File: config.mk
export PLATFORM = sky130hd
export DESIGN_NAME = cbt_bit_timing
export DESIGN_NICKNAME = d
export VERILOG_FILES = /design/src/pkg/cbt_pkg.sv /design/src/design/cbt_bit_timing.sv /design/src/design/cbt_sync2.sv /design/src/design/cbt_quantum_gen.sv
export VERILOG_INCLUDE_DIRS = /design/src /design/src/pkg
export SDC_FILE = /design/constraint.sdc
export NUM_CORES = 1
export LEC_CHECK = 0
export ABC_AREA = 1
export BUFFER_PORTS_ARGS = -buffer_cell sky130_fd_sc_hd__clkbuf_2
export CAP_MARGIN = 20
export CORE_UTILIZATION = 49
export CTS_CLUSTER_DIAMETER = 120
export CTS_CLUSTER_SIZE = 8
export DETAILED_ROUTE_END_ITERATION = 8
export HOLD_SLACK_MARGIN = 0.12
export PLACE_DENSITY = 0.71
export SYNTH_ARGS = -nofsm -noshare
export SYNTH_HDL_FRONTEND = slang
export SYNTH_HIERARCHICAL = 1
export SYNTH_SLANG_ARGS = --single-unit
File: constraint.sdc
create_clock -name clk_sys -period 6.35 [get_ports clk_sys]
set_input_delay 1.27 -clock clk_sys [delete_from_list [all_inputs] [get_ports clk_sys]]
set_output_delay 1.27 -clock clk_sys [all_outputs]
set_load 0.03 [all_outputs]
File: src/pkg/cbt_params.svh
// constants for the bit-timing engine: field positions, widths and fixed lengths
`ifndef CBT_PARAMS_SVH
`define CBT_PARAMS_SVH

// first bit-timing configuration word
`define CBT_PRESCALE_HI 5
`define CBT_PRESCALE_LO 0
`define CBT_JUMP_HI 7
`define CBT_JUMP_LO 6

// second bit-timing configuration word
`define CBT_PROP_HI 2
`define CBT_PROP_LO 0
`define CBT_PH1_HI 5
`define CBT_PH1_LO 3
`define CBT_TRIPLE_BIT 6
`define CBT_PH2_PROG_BIT 7
`define CBT_PH2_HI 10
`define CBT_PH2_LO 8

// fixed lengths in quanta, and widths of the counters
`define CBT_SYNC_LEN 5'h1
`define CBT_PROC_TIME 5'h2
`define CBT_LEN_W 5
`define CBT_PRE_W 7
`define CBT_GAP_W 10

// module clock = clk_sys / 4 when the core clock is selected
`define CBT_CORE_DIV 2'h3
`define CBT_CORE_MUL 10'h4

// idle level of the bus line
`define CBT_RECESSIVE 1'b1

`endif

File: src/pkg/cbt_pkg.sv
// types shared by the bit-timing engine
package cbt_pkg;

  // the four segments of one nominal bit
  typedef enum logic [1:0] {
    seg_sync,
    seg_prop,
    seg_ph1,
    seg_ph2
  } cbt_state_t;

  // per-bit events and the sampled bit value
  typedef struct packed {
    logic bit_start;
    logic sample_strobe;
    logic sample_bit;
    logic hard_synced;
    logic resynced;
  } cbt_timing_t;

endpackage

File: src/design/cbt_bit_timing.sv
// bit-timing engine: segments, sample point, hard sync and resync
//
// Contract
// - quantum is 2*(prescale+1) module clocks
// - propagation segment 1..8 quanta, cfg two [2:0]
// - phase one 1..8 quanta, cfg two [5:3]
// - phase two programmed, else max(phase one, 2)
// - bus level sampled at phase one end
// - triple mode: majority of three, TQ/2 apart
// - cfg two bit 6 selects triple sampling
// - hard sync on idle falling edge only
// - no resync after hard sync same bit
// - edge position adjusts the two phase segments
// - adjustment bounded by jump width, cfg one [7:6]
// - prescale 0..63, module clock select
// - sync, prop, phase one, phase two order
`timescale 1ns/1ps
`include "cbt_params.svh"

module cbt_bit_timing (
  input wire logic clk_sys,
  input wire logic rst,
  input wire logic rx_pin,
  input wire logic bus_idle,
  input wire logic module_clock_select,
  input wire logic [7:0] bit_timing_cfg_one,
  input wire logic [15:0] bit_timing_cfg_two,
  output cbt_pkg::cbt_timing_t timing
);

  logic rx_s;
  logic tq_tick;
  logic half_tick;
  logic restart_w;

  // rx pin passes two flip-flops before anything reads it
  cbt_sync2 u_rx_sync (
    .clk_sys(clk_sys),
    .rst(rst),
    .din(rx_pin),
    .dout(rx_s)
  );

  cbt_quantum_gen u_quantum (
    .clk_sys(clk_sys),
    .rst(rst),
    .restart(restart_w),
    .clk_sel(module_clock_select),
    .prescale(bit_timing_cfg_one[`CBT_PRESCALE_HI:`CBT_PRESCALE_LO]),
    .tq_tick(tq_tick),
    .half_tick(half_tick)
  );

  // decoded lengths in quanta; every field holds length minus one
  logic [`CBT_LEN_W-1:0] prop_seg_len;
  logic [`CBT_LEN_W-1:0] phase_one_len;
  logic [`CBT_LEN_W-1:0] phase_two_len;
  logic [`CBT_LEN_W-1:0] jump_width;
  logic triple_sample_sel;
  logic phase_two_prog;

  assign prop_seg_len = {2'h0, bit_timing_cfg_two[`CBT_PROP_HI:`CBT_PROP_LO]} + 5'h1;
  assign phase_one_len = {2'h0, bit_timing_cfg_two[`CBT_PH1_HI:`CBT_PH1_LO]} + 5'h1;
  assign jump_width = {3'h0, bit_timing_cfg_one[`CBT_JUMP_HI:`CBT_JUMP_LO]} + 5'h1;
  assign triple_sample_sel = bit_timing_cfg_two[`CBT_TRIPLE_BIT];
  assign phase_two_prog = bit_timing_cfg_two[`CBT_PH2_PROG_BIT];

  // phase two falls back to the larger of phase one and the processing time
  always_comb begin
    if (phase_two_prog) begin
      phase_two_len = {2'h0, bit_timing_cfg_two[`CBT_PH2_HI:`CBT_PH2_LO]} + 5'h1;
    end else if (phase_one_len > `CBT_PROC_TIME) begin
      phase_two_len = phase_one_len;
    end else begin
      phase_two_len = `CBT_PROC_TIME;
    end
  end

  function automatic logic [`CBT_LEN_W-1:0] lmin(
    input logic [`CBT_LEN_W-1:0] a,
    input logic [`CBT_LEN_W-1:0] b
  );
    lmin = (a < b) ? a : b;
  endfunction

  // bit-time state
  cbt_pkg::cbt_state_t state_r;
  cbt_pkg::cbt_state_t state_nxt;
  logic [`CBT_LEN_W-1:0] tq_cnt_r;
  logic [`CBT_LEN_W-1:0] tq_cnt_nxt;
  logic [`CBT_LEN_W-1:0] ph1_ext_r;
  logic [`CBT_LEN_W-1:0] ph1_ext_nxt;
  logic [`CBT_LEN_W-1:0] ph2_cut_r;
  logic [`CBT_LEN_W-1:0] ph2_cut_nxt;
  logic hs_done_r;
  logic hs_done_nxt;
  logic rs_done_r;
  logic rs_done_nxt;
  logic rx_prev_r;
  logic rx_prev_nxt;
  logic [1:0] hsamp_r;
  logic [1:0] hsamp_nxt;
  cbt_pkg::cbt_timing_t timing_r;
  cbt_pkg::cbt_timing_t timing_nxt;

  logic edge_w;
  logic hard_w;
  logic resync_w;
  logic maj_w;
  logic [`CBT_LEN_W-1:0] ph2_left_w;

  // only recessive-to-dominant edges are used for synchronisation
  assign edge_w = rx_prev_r & ~rx_s;
  assign hard_w = edge_w & bus_idle;
  // one resync per bit, and none in a bit that started by hard sync
  assign resync_w = edge_w & ~bus_idle & ~hs_done_r & ~rs_done_r;
  // samples one quantum and half a quantum before the sample point
  assign maj_w = (rx_s & hsamp_r[0]) | (rx_s & hsamp_r[1]) | (hsamp_r[0] & hsamp_r[1]);
  assign ph2_left_w = phase_two_len - tq_cnt_r;

  // next-state computation for the whole bit-time machine
  always_comb begin
    state_nxt = state_r;
    tq_cnt_nxt = tq_cnt_r;
    ph1_ext_nxt = ph1_ext_r;
    ph2_cut_nxt = ph2_cut_r;
    hs_done_nxt = hs_done_r;
    rs_done_nxt = rs_done_r;
    rx_prev_nxt = rx_s;
    hsamp_nxt = hsamp_r;
    timing_nxt = timing_r;
    timing_nxt.bit_start = 1'b0;
    timing_nxt.sample_strobe = 1'b0;
    timing_nxt.hard_synced = 1'b0;
    timing_nxt.resynced = 1'b0;
    restart_w = 1'b0;
    if (tq_tick || half_tick) begin
      hsamp_nxt = {hsamp_r[0], rx_s};
    end
    if (hard_w) begin
      // edge lands in the sync segment of a freshly restarted bit
      restart_w = 1'b1;
      state_nxt = cbt_pkg::seg_sync;
      tq_cnt_nxt = '0;
      ph1_ext_nxt = '0;
      ph2_cut_nxt = '0;
      hs_done_nxt = 1'b1;
      rs_done_nxt = 1'b1;
      timing_nxt.bit_start = 1'b1;
      timing_nxt.hard_synced = 1'b1;
    end else if (resync_w) begin
      rs_done_nxt = 1'b1;
      timing_nxt.resynced = 1'b1;
      case (state_r)
        cbt_pkg::seg_prop: begin
          // late edge: stretch phase one by the lag, capped at the jump width
          ph1_ext_nxt = lmin(tq_cnt_r + 5'h1, jump_width);
        end
        cbt_pkg::seg_ph1: begin
          ph1_ext_nxt = lmin(prop_seg_len + tq_cnt_r + 5'h1, jump_width);
        end
        cbt_pkg::seg_ph2: begin
          if (ph2_left_w <= jump_width) begin
            // early edge within reach: next bit starts on it
            restart_w = 1'b1;
            state_nxt = cbt_pkg::seg_sync;
            tq_cnt_nxt = '0;
            ph1_ext_nxt = '0;
            ph2_cut_nxt = '0;
            hs_done_nxt = 1'b0;
            timing_nxt.bit_start = 1'b1;
          end else begin
            ph2_cut_nxt = jump_width;
          end
        end
        default: begin
          // edge inside the sync segment carries no phase error
        end
      endcase
    end
    if (tq_tick && !restart_w) begin
      case (state_r)
        cbt_pkg::seg_sync: begin
          state_nxt = cbt_pkg::seg_prop;
          tq_cnt_nxt = '0;
        end
        cbt_pkg::seg_prop: begin
          if (tq_cnt_r == prop_seg_len - 5'h1) begin
            state_nxt = cbt_pkg::seg_ph1;
            tq_cnt_nxt = '0;
          end else begin
            tq_cnt_nxt = tq_cnt_r + 5'h1;
          end
        end
        cbt_pkg::seg_ph1: begin
          if (tq_cnt_r >= phase_one_len + ph1_ext_nxt - 5'h1) begin
            state_nxt = cbt_pkg::seg_ph2;
            tq_cnt_nxt = '0;
            timing_nxt.sample_strobe = 1'b1;
            timing_nxt.sample_bit = triple_sample_sel ? maj_w : rx_s;
          end else begin
            tq_cnt_nxt = tq_cnt_r + 5'h1;
          end
        end
        cbt_pkg::seg_ph2: begin
          if (tq_cnt_r >= phase_two_len - ph2_cut_nxt - 5'h1) begin
            state_nxt = cbt_pkg::seg_sync;
            tq_cnt_nxt = '0;
            ph1_ext_nxt = '0;
            ph2_cut_nxt = '0;
            hs_done_nxt = 1'b0;
            rs_done_nxt = 1'b0;
            timing_nxt.bit_start = 1'b1;
          end else begin
            tq_cnt_nxt = tq_cnt_r + 5'h1;
          end
        end
        default: begin
          state_nxt = cbt_pkg::seg_sync;
          tq_cnt_nxt = '0;
        end
      endcase
    end
  end

  // registers only; the bus is taken as idle-recessive after reset
  always_ff @(posedge clk_sys) begin
    if (rst) begin
      state_r <= cbt_pkg::seg_sync;
      tq_cnt_r <= '0;
      ph1_ext_r <= '0;
      ph2_cut_r <= '0;
      hs_done_r <= 1'b0;
      rs_done_r <= 1'b0;
      rx_prev_r <= `CBT_RECESSIVE;
      hsamp_r <= {2{`CBT_RECESSIVE}};
      timing_r <= '{default: 1'b0, sample_bit: `CBT_RECESSIVE};
    end else begin
      state_r <= state_nxt;
      tq_cnt_r <= tq_cnt_nxt;
      ph1_ext_r <= ph1_ext_nxt;
      ph2_cut_r <= ph2_cut_nxt;
      hs_done_r <= hs_done_nxt;
      rs_done_r <= rs_done_nxt;
      rx_prev_r <= rx_prev_nxt;
      hsamp_r <= hsamp_nxt;
      timing_r <= timing_nxt;
    end
  end

  assign timing = timing_r;

  // checks kept beside the logic they guard
  property p_sync_one_tq;
    @(posedge clk_sys) disable iff (rst)
    (state_r == cbt_pkg::seg_sync && tq_tick && !edge_w) |=> (state_r == cbt_pkg::seg_prop);
  endproperty
  a_sync_one_tq: assert property (p_sync_one_tq)
    else $error("sync segment not left after one quantum");

  property p_prop_len;
    @(posedge clk_sys) disable iff (rst)
    (state_r == cbt_pkg::seg_prop && tq_tick && !edge_w && tq_cnt_r < prop_seg_len - 5'h1)
      |=> (state_r == cbt_pkg::seg_prop);
  endproperty
  a_prop_len: assert property (p_prop_len)
    else $error("propagation segment ended early");

  property p_ph1_end;
    @(posedge clk_sys) disable iff (rst)
    $rose(state_r == cbt_pkg::seg_ph2) |-> $past(tq_cnt_r) == phase_one_len + ph1_ext_r - 5'h1;
  endproperty
  a_ph1_end: assert property (p_ph1_end)
    else $error("phase one length wrong at sample point");

  property p_sample_point;
    @(posedge clk_sys) disable iff (rst)
    timing_r.sample_strobe |-> (state_r == cbt_pkg::seg_ph2 && tq_cnt_r == 5'h0);
  endproperty
  a_sample_point: assert property (p_sample_point)
    else $error("sample strobe not at phase one to phase two boundary");

  property p_single_sample;
    @(posedge clk_sys) disable iff (rst)
    (timing_r.sample_strobe && !$past(triple_sample_sel)) |-> timing_r.sample_bit == $past(rx_s);
  endproperty
  a_single_sample: assert property (p_single_sample)
    else $error("single sample does not match bus level");

  property p_triple_sample;
    @(posedge clk_sys) disable iff (rst)
    (timing_r.sample_strobe && $past(triple_sample_sel) && $past(hsamp_r[1]) == $past(hsamp_r[0]))
      |-> timing_r.sample_bit == $past(hsamp_r[0]);
  endproperty
  a_triple_sample: assert property (p_triple_sample)
    else $error("majority of three samples ignored");

  property p_hard_sync;
    @(posedge clk_sys) disable iff (rst)
    hard_w |=> (state_r == cbt_pkg::seg_sync && tq_cnt_r == 5'h0 && hs_done_r
      && timing_r.hard_synced && timing_r.bit_start);
  endproperty
  a_hard_sync: assert property (p_hard_sync)
    else $error("hard sync did not restart the bit");

  property p_no_resync;
    @(posedge clk_sys) disable iff (rst)
    hs_done_r |-> !timing_nxt.resynced;
  endproperty
  a_no_resync: assert property (p_no_resync)
    else $error("resync in a bit that was hard synchronised");

  property p_jump_bound;
    @(posedge clk_sys) disable iff (rst)
    $rose(timing_r.resynced) |-> (ph1_ext_r <= jump_width && ph2_cut_r <= jump_width);
  endproperty
  a_jump_bound: assert property (p_jump_bound)
    else $error("phase adjustment exceeds jump width");

  property p_ph2_min;
    @(posedge clk_sys) disable iff (rst)
    !phase_two_prog |-> (phase_two_len >= `CBT_PROC_TIME && phase_two_len >= phase_one_len);
  endproperty
  a_ph2_min: assert property (p_ph2_min)
    else $error("derived phase two shorter than allowed");

endmodule

File: src/design/cbt_sync2.sv
// two-flop synchroniser for the bus receive pin
`timescale 1ns/1ps
`include "cbt_params.svh"

module cbt_sync2 (
  input wire logic clk_sys,
  input wire logic rst,
  input wire logic din,
  output logic dout
);

  logic meta_r;
  logic meta_nxt;
  logic sync_r;
  logic sync_nxt;

  // meta_r feeds only sync_r
  always_comb begin
    meta_nxt = din;
    sync_nxt = meta_r;
  end

  // reset to recessive so no false edge is seen after reset
  always_ff @(posedge clk_sys) begin
    if (rst) begin
      meta_r <= `CBT_RECESSIVE;
      sync_r <= `CBT_RECESSIVE;
    end else begin
      meta_r <= meta_nxt;
      sync_r <= sync_nxt;
    end
  end

  assign dout = sync_r;

endmodule

File: src/design/cbt_quantum_gen.sv
// time-quantum generator: module clock select, fixed divide-by-two and prescaler
`timescale 1ns/1ps
`include "cbt_params.svh"

module cbt_quantum_gen (
  input wire logic clk_sys,
  input wire logic rst,
  input wire logic restart,
  input wire logic clk_sel,
  input wire logic [5:0] prescale,
  output logic tq_tick,
  output logic half_tick
);

  logic [1:0] pre_r;
  logic [1:0] pre_nxt;
  logic [`CBT_PRE_W-1:0] cnt_r;
  logic [`CBT_PRE_W-1:0] cnt_nxt;
  logic mod_en;
  logic [`CBT_PRE_W-1:0] top_w;

  // clk_sys stands for four times the core clock; select divides it back
  assign mod_en = clk_sel ? (pre_r == `CBT_CORE_DIV) : 1'b1;
  assign top_w = {prescale, 1'b1};
  assign tq_tick = mod_en && (cnt_r == top_w);
  assign half_tick = mod_en && (cnt_r == {1'b0, prescale});

  // restart realigns both dividers so a new quantum begins at once
  always_comb begin
    pre_nxt = pre_r + 2'h1;
    cnt_nxt = cnt_r;
    if (mod_en) begin
      cnt_nxt = (cnt_r == top_w) ? '0 : cnt_r + 7'h1;
    end
    if (restart) begin
      pre_nxt = '0;
      cnt_nxt = '0;
    end
  end

  always_ff @(posedge clk_sys) begin
    if (rst) begin
      pre_r <= '0;
      cnt_r <= '0;
    end else begin
      pre_r <= pre_nxt;
      cnt_r <= cnt_nxt;
    end
  end

  // helper: clk_sys cycles since the last quantum boundary
  logic [`CBT_GAP_W-1:0] gap_r;
  logic [`CBT_GAP_W-1:0] tq_cycles;
  assign tq_cycles = (clk_sel ? `CBT_CORE_MUL : 10'h1) * ({4'h0, prescale} + 10'h1) * 10'h2;
  always_ff @(posedge clk_sys) begin
    if (rst || restart || tq_tick) begin
      gap_r <= '0;
    end else begin
      gap_r <= gap_r + 10'h1;
    end
  end

  property p_tq_period;
    @(posedge clk_sys) disable iff (rst)
    (tq_tick && !restart) |-> (gap_r == tq_cycles - 10'h1);
  endproperty
  a_tq_period: assert property (p_tq_period)
    else $error("quantum period differs from 2*(prescale+1) module clocks");

  property p_half_first;
    @(posedge clk_sys) disable iff (rst)
    (tq_tick && !restart) |-> !half_tick;
  endproperty
  a_half_first: assert property (p_half_first)
    else $error("half tick coincides with quantum tick");

endmodule

Word level (Yosys, flattened, before mapping)
Cells that the tools add are included.

Input bits: 29. Register bits after elaboration: 38. Output and inout bits: 5.

$lt $le $gt $ge: 6. Eq/ne operators: 7. Bitwise logic cells: 16. Reductions and logical operators: 14. Muxes and demuxes: 62. Add/sub/neg operators: 15.

Operator list (number): two-way mux 5 bit (22); two-way mux 1 bit (22); two-way mux 2 bit (10); case mux 5 bit (4 select lines) (1); case mux 5 bit (3 select lines) (1); adder 3 x 1 -> 4 bit, second input constant (3); adder 4 x 5 -> 5 bit (2); adder 5 x 1 -> 5 bit, second input constant (2); >= comparator 5 bit (2); < comparator 5 x 3 -> 1 bit (2); subtractor 5 x 1 -> 5 bit, second input constant (2); subtractor 5 bit (2); nonzero test 3 bit (3); bitwise AND 1 bit (8); two-way mux 4 bit (2); case mux 2 bit (4 select lines) (1); adder 7 x 1 -> 7 bit, second input constant (1); == test 7 x 6 -> 1 bit (1); == test 7 bit (1); two-way mux 7 bit (1); == test 2 bit, second input constant (3); two-way mux 3 bit (2); inverter 1 bit (6); AND reduction 3 bit (2); 14 further kinds (18).

Logic depth before layout (Yosys ltp)
Depth after elaboration: 16. Gate-level depth with buffers: 41. Gate-level depth less buffers: 41.

Cells and area by module
The synthesis kept the hierarchy.

By module, submodules not included: cbt_bit_timing (area each 2775.2 µm², instances 1, cells each 421); cbt_quantum_gen (area each 620.6 µm², instances 1, cells each 98); cbt_sync2 (area each 58.8 µm², instances 1, cells each 7).

Least setup slack after synthesis
No wires, ideal clock.

Path type: input to register. Start point: in bit_timing_cfg_two[3]. End point: reg state_r[0]. Slack: 335 ps. Library setup time: 122 ps. Arrival time: 5893 ps. Stages: 36. Data required time: 6228 ps. Path buffers: 0. Path through: ha_1 -> xnor2_1 -> nand2_1 -> a31oi_1 -> inv_1 -> fa_1 -> xnor2_1 -> ha_1 -> nand3_1 -> nand3_1 -> nand2_1 -> inv_1 -> nor2_1 -> nand2_1 -> nand2_1 -> nand2_1 -> nand2_1 -> nand2_1 -> nand2_1 -> ha_1 -> inv_1 -> ha_1 -> inv_1 -> fa_1 -> xor2_1 -> ha_1 -> nand2_1 -> inv_1 -> o21ai_0 -> nand2_1 -> nor2_1 -> nand2_1 -> nand2_1 -> inv_1 -> nor3_1 -> a21oi_1.

Word-level cells in the longest chain between the ends: 16.

Ends and longest elaborated chain: from (decl) (line cbt_bit_timing.sv:27) `input wire logic [15:0] bit_timing_cfg_two,`; adder 3 x 1 -> 4 bit (*) (line cbt_bit_timing.sv:63) `` assign phase_one_len = {2'h0, bit_timing_cfg_two[`CBT_PH1_HI:`CBT_PH1_LO]} + 5'h1; ``; > comparator 4 x 2 -> 1 bit (no line); two-way mux 4 bit (line cbt_bit_timing.sv:72) `` end else if (phase_one_len > `CBT_PROC_TIME) begin ``; two-way mux 4 bit (line cbt_bit_timing.sv:70) `if (phase_two_prog) begin`; subtractor 5 bit (line cbt_bit_timing.sv:119) `assign ph2_left_w = phase_two_len - tq_cnt_r;`; <= comparator 5 x 3 -> 1 bit (line cbt_bit_timing.sv:163) `if (ph2_left_w <= jump_width) begin`; two-way mux 5 bit or two-way mux 3 bit (tied branches) (line cbt_bit_timing.sv:163); case mux 5 bit (3 select lines) or two-way mux 5 bit (tied branches) (line cbt_bit_timing.sv:154) `case (state_r)`; two-way mux 5 bit (line cbt_bit_timing.sv:151) `end else if (resync_w) begin`; two-way mux 5 bit (line cbt_bit_timing.sv:140) `if (hard_w) begin`; adder 4 x 5 -> 5 bit or subtractor 5 bit (tied branches) (line cbt_bit_timing.sv:196, cbt_bit_timing.sv:206); subtractor 5 x 1 -> 5 bit (on tied branches) (line cbt_bit_timing.sv:196, cbt_bit_timing.sv:206); >= comparator 5 bit (on tied branches) (line cbt_bit_timing.sv:196, cbt_bit_timing.sv:206); two-way mux 2 bit (on tied branches) (line cbt_bit_timing.sv:196, cbt_bit_timing.sv:206); case mux 2 bit (4 select lines) (line cbt_bit_timing.sv:182) `case (state_r)`; two-way mux 2 bit (*) (line cbt_bit_timing.sv:181) `if (tq_tick && !restart_w) begin`; to (signal assigned) (line cbt_bit_timing.sv:229) `state_r <= cbt_pkg::seg_sync;`; to (signal assigned) (line cbt_bit_timing.sv:239) `state_r <= state_nxt;`; to (decl) (line cbt_bit_timing.sv:87) `cbt_pkg::cbt_state_t state_r;`.

Mark *: on every way between the ends. The rest lies on a longest branch, timed or not. A chain may end at the register's enable or synchronous reset.

Worst setup path in the final report
Start point: in bit_timing_cfg_two[4]. End point: reg tq_cnt_r[2].

Word-level cells in the longest chain between the ends: 16.

Ends and longest elaborated chain: adder 3 x 1 -> 4 bit (*) (line cbt_bit_timing.sv:63); > comparator 4 x 2 -> 1 bit (no line); two-way mux 4 bit (line cbt_bit_timing.sv:72); two-way mux 4 bit (line cbt_bit_timing.sv:70); subtractor 5 bit (line cbt_bit_timing.sv:119); <= comparator 5 x 3 -> 1 bit (line cbt_bit_timing.sv:163); two-way mux 5 bit or two-way mux 3 bit (tied branches) (line cbt_bit_timing.sv:163); case mux 5 bit (3 select lines) or two-way mux 5 bit (tied branches) (line cbt_bit_timing.sv:154); two-way mux 5 bit (line cbt_bit_timing.sv:151); two-way mux 5 bit (line cbt_bit_timing.sv:140); adder 4 x 5 -> 5 bit or subtractor 5 bit (tied branches) (line cbt_bit_timing.sv:196, cbt_bit_timing.sv:206); subtractor 5 x 1 -> 5 bit (on tied branches) (line cbt_bit_timing.sv:196, cbt_bit_timing.sv:206); >= comparator 5 bit (on tied branches) (line cbt_bit_timing.sv:196, cbt_bit_timing.sv:206); two-way mux 5 bit (on tied branches) (line cbt_bit_timing.sv:196, cbt_bit_timing.sv:206); case mux 5 bit (4 select lines) (line cbt_bit_timing.sv:182); two-way mux 5 bit (line cbt_bit_timing.sv:181); to (signal assigned) (line cbt_bit_timing.sv:240) `tq_cnt_r <= tq_cnt_nxt;`; to (decl) (line cbt_bit_timing.sv:89) `` logic [`CBT_LEN_W-1:0] tq_cnt_r; ``.

Marked as above.

==> PnR_summary.wiki <==
{| class="wikitable"
! Metric !! Value
|-
| Layout Skew || 0.00648 ns
|-
| Starting Density || 50.8%
|-
| Sequential area share after synthesis || 22.0%
|-
| Number of clock buffers inserted by TritonCTS || 5
|-
| Final instance area || 4290 um^2
|-
| Met2 layer wire length in the routed design || 3860 um
|-
| Final core utilization || 63.1%
|-
| CTS root buffer || sky130_fd_sc_hd__clkbuf_8
|-
| Worst-path fanout max || 5
|-
| Maximum clock path buffer count || 2
|-
| Run status || complete, no violations
|-
| Synthesized-area fraction occupied by adder cells || 18.5%
|-
| Relative slew slack || 53.6%
|-
| Syn-to-layout area delta || 24.1%
|-
| Required time of the critical path || 6.57 ns
|-
| Highest attainable clock frequency || 166 MHz
|-
| Worst-skew pair later-pin latency || 0.30 ns
|-
| Core Area || 6790 um^2
|-
| Parity-gate share of the synthesized area counting xor and xnor cells || 5.83%
|-
| Worst voltage drop across the vdd grid || 0.000189 V
|-
| Top metal layer carrying routed signals || met4
|-
| Crit start category || primary input
|-
| Setup TNS || 0 ns
|-
| Global placer's final weighted congestion || 0.862
|-
| Static Leakage || 2.16 nW
|-
| Site Rows || 30
|-
| Remaining global-route overflow || 0
|-
| Number of maximum-capacitance violations || 0
|-
| Overall die width || 86.0 um
|-
| Finish-stage setup viols || 0
|-
| Post-place instance area || 3920 um^2
|-
| Warnings from Yosys || 6
|-
| Final period demand of the worst path || 6.02 ns
|-
| Library cells used by synthesis || 31
|-
| Post-detailed-placement half-perimeter wirelength || 6480 um
|-
| Path type of the worst setup path || in -> reg
|-
| Delay contributed by the slowest stage of the critical path || 0.39 ns
|-
| Met1 routed wirelength after detailed routing || 3900 um
|-
| Met3 layer wire length in the routed design || 352 um
|-
| CTS tree || yes
|-
| Worst setup margin || 0.326 ns
|-
| Wire length of the first global-routing pass || 14100 um
|-
| Transition time of the tightest slew-check pin || 0.694 ns
|-
| Pins over their slew limit || 0
|-
| Syn_nets || 603
|-
| DIE HEIGHT || 86.0 um
|-
| CTS H-tree depth || 2
|-
| Commonest register cell after synthesis || sky130_fd_sc_hd__dfxtp_1
|-
| Final clock period utilization by the worst path || 94.9%
|-
| Average footprint of a synthesized cell || 6.57 um^2
|-
| Synthesized-area fraction occupied by ao, oa, aoi and oai cells || 7.21%
|-
| Antenna Diode Count || 0
|-
| Number of search-and-repair iterations in the first detailed-routing pass || 4
|-
| Number of register bits inferred by synthesis || 38
|-
| TritonCTS sink count || 38
|-
| Count of endpoints failing hold in the final timing report || 0
|-
| Post-place setup slack || -0.351 ns
|-
| Cell seen most often among critical-path stages || sky130_fd_sc_hd__nand2_2
|-
| Area fraction in and, or, nand and nor cells after synthesis || 36.0%
|-
| Async set-reset flop share out of synthesis || 0%
|-
| Number of DRC markers after the initial detailed-route iteration || 159
|-
| Kind of capture point of the worst setup path || flop
|-
| Arr. time, crit path || 6.25 ns
|-
| Number of enable-type register cells in the synthesized netlist || 0
|-
| Final antenna-violating net count || 0
|-
| Number of antenna violations at the first check in global routing || 0
|-
| Overall track demand over capacity in global routing || 23.7%
|-
| Final Hold Slack || 0.418 ns
|-
| Gate count after technology mapping || 526
|-
| Via density per instance || 5.03
|-
| Post-Syn Area || 3450 um^2
|-
| Clock transition at the registers of the reported paths || 0.08 ns
|-
| Power density relative to cell area || 147 nW/um^2
|-
| Maximum number of pins on one net before global-route repair || 16
|-
| Total I/O pin count || 34
|-
| Share of layout cells above drive strength 1 || 22.7%
|-
| Type of the most critical hold path || reg -> reg
|-
| DRC || 0
|-
| Dominant combinational cell family by area after synthesis || simple AND/OR/NAND/NOR gates
|-
| Commonest non-fill, non-tap cell in the layout || sky130_fd_sc_hd__nand2_1
|-
| Buffers on Ports || 28
|-
| Via count of the first global-routing pass || 3259
|-
| Total die area || 7390 um^2
|-
| Post-synthesis mux area share || 0.290%
|-
| Final wirelength || 8250 um
|-
| DR WL/cell || 11.9 um
|-
| Total via count in the routed design || 3478
|-
| Number of buffers inserted by hold repair at cts || 0
|-
| Most frequent cells in the layout || sky130_fd_sc_hd__nand2_1 (134), sky130_fd_sc_hd__inv_1 (76), sky130_fd_sc_hd__nand3_1 (45), sky130_fd_sc_hd__nor2_1 (45)
|-
| Crit-path slowest cell || sky130_fd_sc_hd__fa_2
|-
| Number of nets in the layout || 671
|}
==> final timing paths <==
check | slack, ns | from | cells past startpoint | endpoint
worst max-delay path | 0.33 | bit_timing_cfg_two[4] | 41 | tq_cnt_r[2]
worst min-delay path | 0.42 | u_rx_sync/meta_r | 2 | u_rx_sync/dout
worst max register to register | 1.08 | tq_cnt_r[0] | 37 | tq_cnt_r[2]
worst min register to register | 0.42 | u_rx_sync/meta_r | 2 | u_rx_sync/dout
==> critical path, delay by kind of cell <==
kind,cells,cell delay [ns]
AOI/OAI and AO/OA,5,0.46
xor gates and xnor gates,3,0.46
adders and majority gates,8,2.14
buffers and inverters,8,0.57
and+or+nand+nor,17,1.37
==> cells by family (layout without fill, tap and decap cells) <==
family,after synthesis,after routing
compound gates,45,45
xor+xnor,23,23
fa+ha+maj,49,49
buf+inv,90,159
flops,38,38
mux,1,1
simple gates,280,280
==> through the flow <==
step	total power, mW	std cells
after floorplan	0.372	526
after global placement	0.429	676
after CTS	0.608	689
after global routing	0.675	691
final	0.630	691
after detailed placement	0.438	676
==> layer usage <==
layer  vias up  track usage [%]
met1      1577             30.9
met2        63             39.4
met3        11             4.52
li1       1827                -
met5         -                0
met4         0             7.42
==> timing repair <==
action / CTS / global route
gates resized for setup: 2 / 55
setup endpoints to repair: 5 / 22
pin swaps: 2 / 32
setup buffers: 5 / 2
==> layout make-up <==
class                      instances  area [um^2]
sequential                        38          761
timing repair buffer              66          438
inverter                          85          319
tap                               96          120
clock inverter                     2         13.8
multi-input combinational        398         2560
fill                             632         2510
clock buffer                       6         72.6
==> power by group <==
part           leakage [nW]  total (mW)  internal (mW)  switching [mW]
sequential            0.308       0.246          0.243         0.00350
clock                0.0452       0.166         0.0774          0.0886
combinational          1.81       0.218          0.102           0.116
total                  2.16       0.630          0.422           0.209
==> flip-flops by register name, indices dropped and copies added, names as in the netlist <==
register,cells
ph1_ext_r,5
u_rx_sync/meta_r,1
u_rx_sync/dout,1
u_quantum/pre_r,2
hs_done_r,1
ph2_cut_r,5
timing,5
tq_cnt_r,5
hsamp_r,2
u_quantum/cnt_r,7
rx_prev_r,1
state_r,2
rs_done_r,1
==> synth_stat cells (2+ instances only) <==
library cell	count	area share [%]
sky130_fd_sc_hd__nand2_1	145	16
sky130_fd_sc_hd__inv_1	80	8.7
sky130_fd_sc_hd__nor2_1	49	5.3
sky130_fd_sc_hd__nand3_1	45	6.5
sky130_fd_sc_hd__ha_1	44	16
sky130_fd_sc_hd__dfxtp_1	38	22
sky130_fd_sc_hd__a21oi_1	23	3.3
sky130_fd_sc_hd__nand4_1	17	3.1
sky130_fd_sc_hd__o21ai_0	17	2.5
sky130_fd_sc_hd__xnor2_1	12	3.0
sky130_fd_sc_hd__xor2_1	11	2.8
sky130_fd_sc_hd__nor3_1	6	0.87
sky130_fd_sc_hd__inv_2	5	0.54
sky130_fd_sc_hd__fa_1	4	2.3
sky130_fd_sc_hd__nand2_2	4	0.72
sky130_fd_sc_hd__or2_2	4	0.72
sky130_fd_sc_hd__nand2_4	3	0.98
sky130_fd_sc_hd__nor2_4	3	0.98
sky130_fd_sc_hd__clkbuf_1	2	0.22
sky130_fd_sc_hd__nand3_2	2	0.58
sky130_fd_sc_hd__o211ai_1	2	0.43
Power figures use the tool's default switching activity.
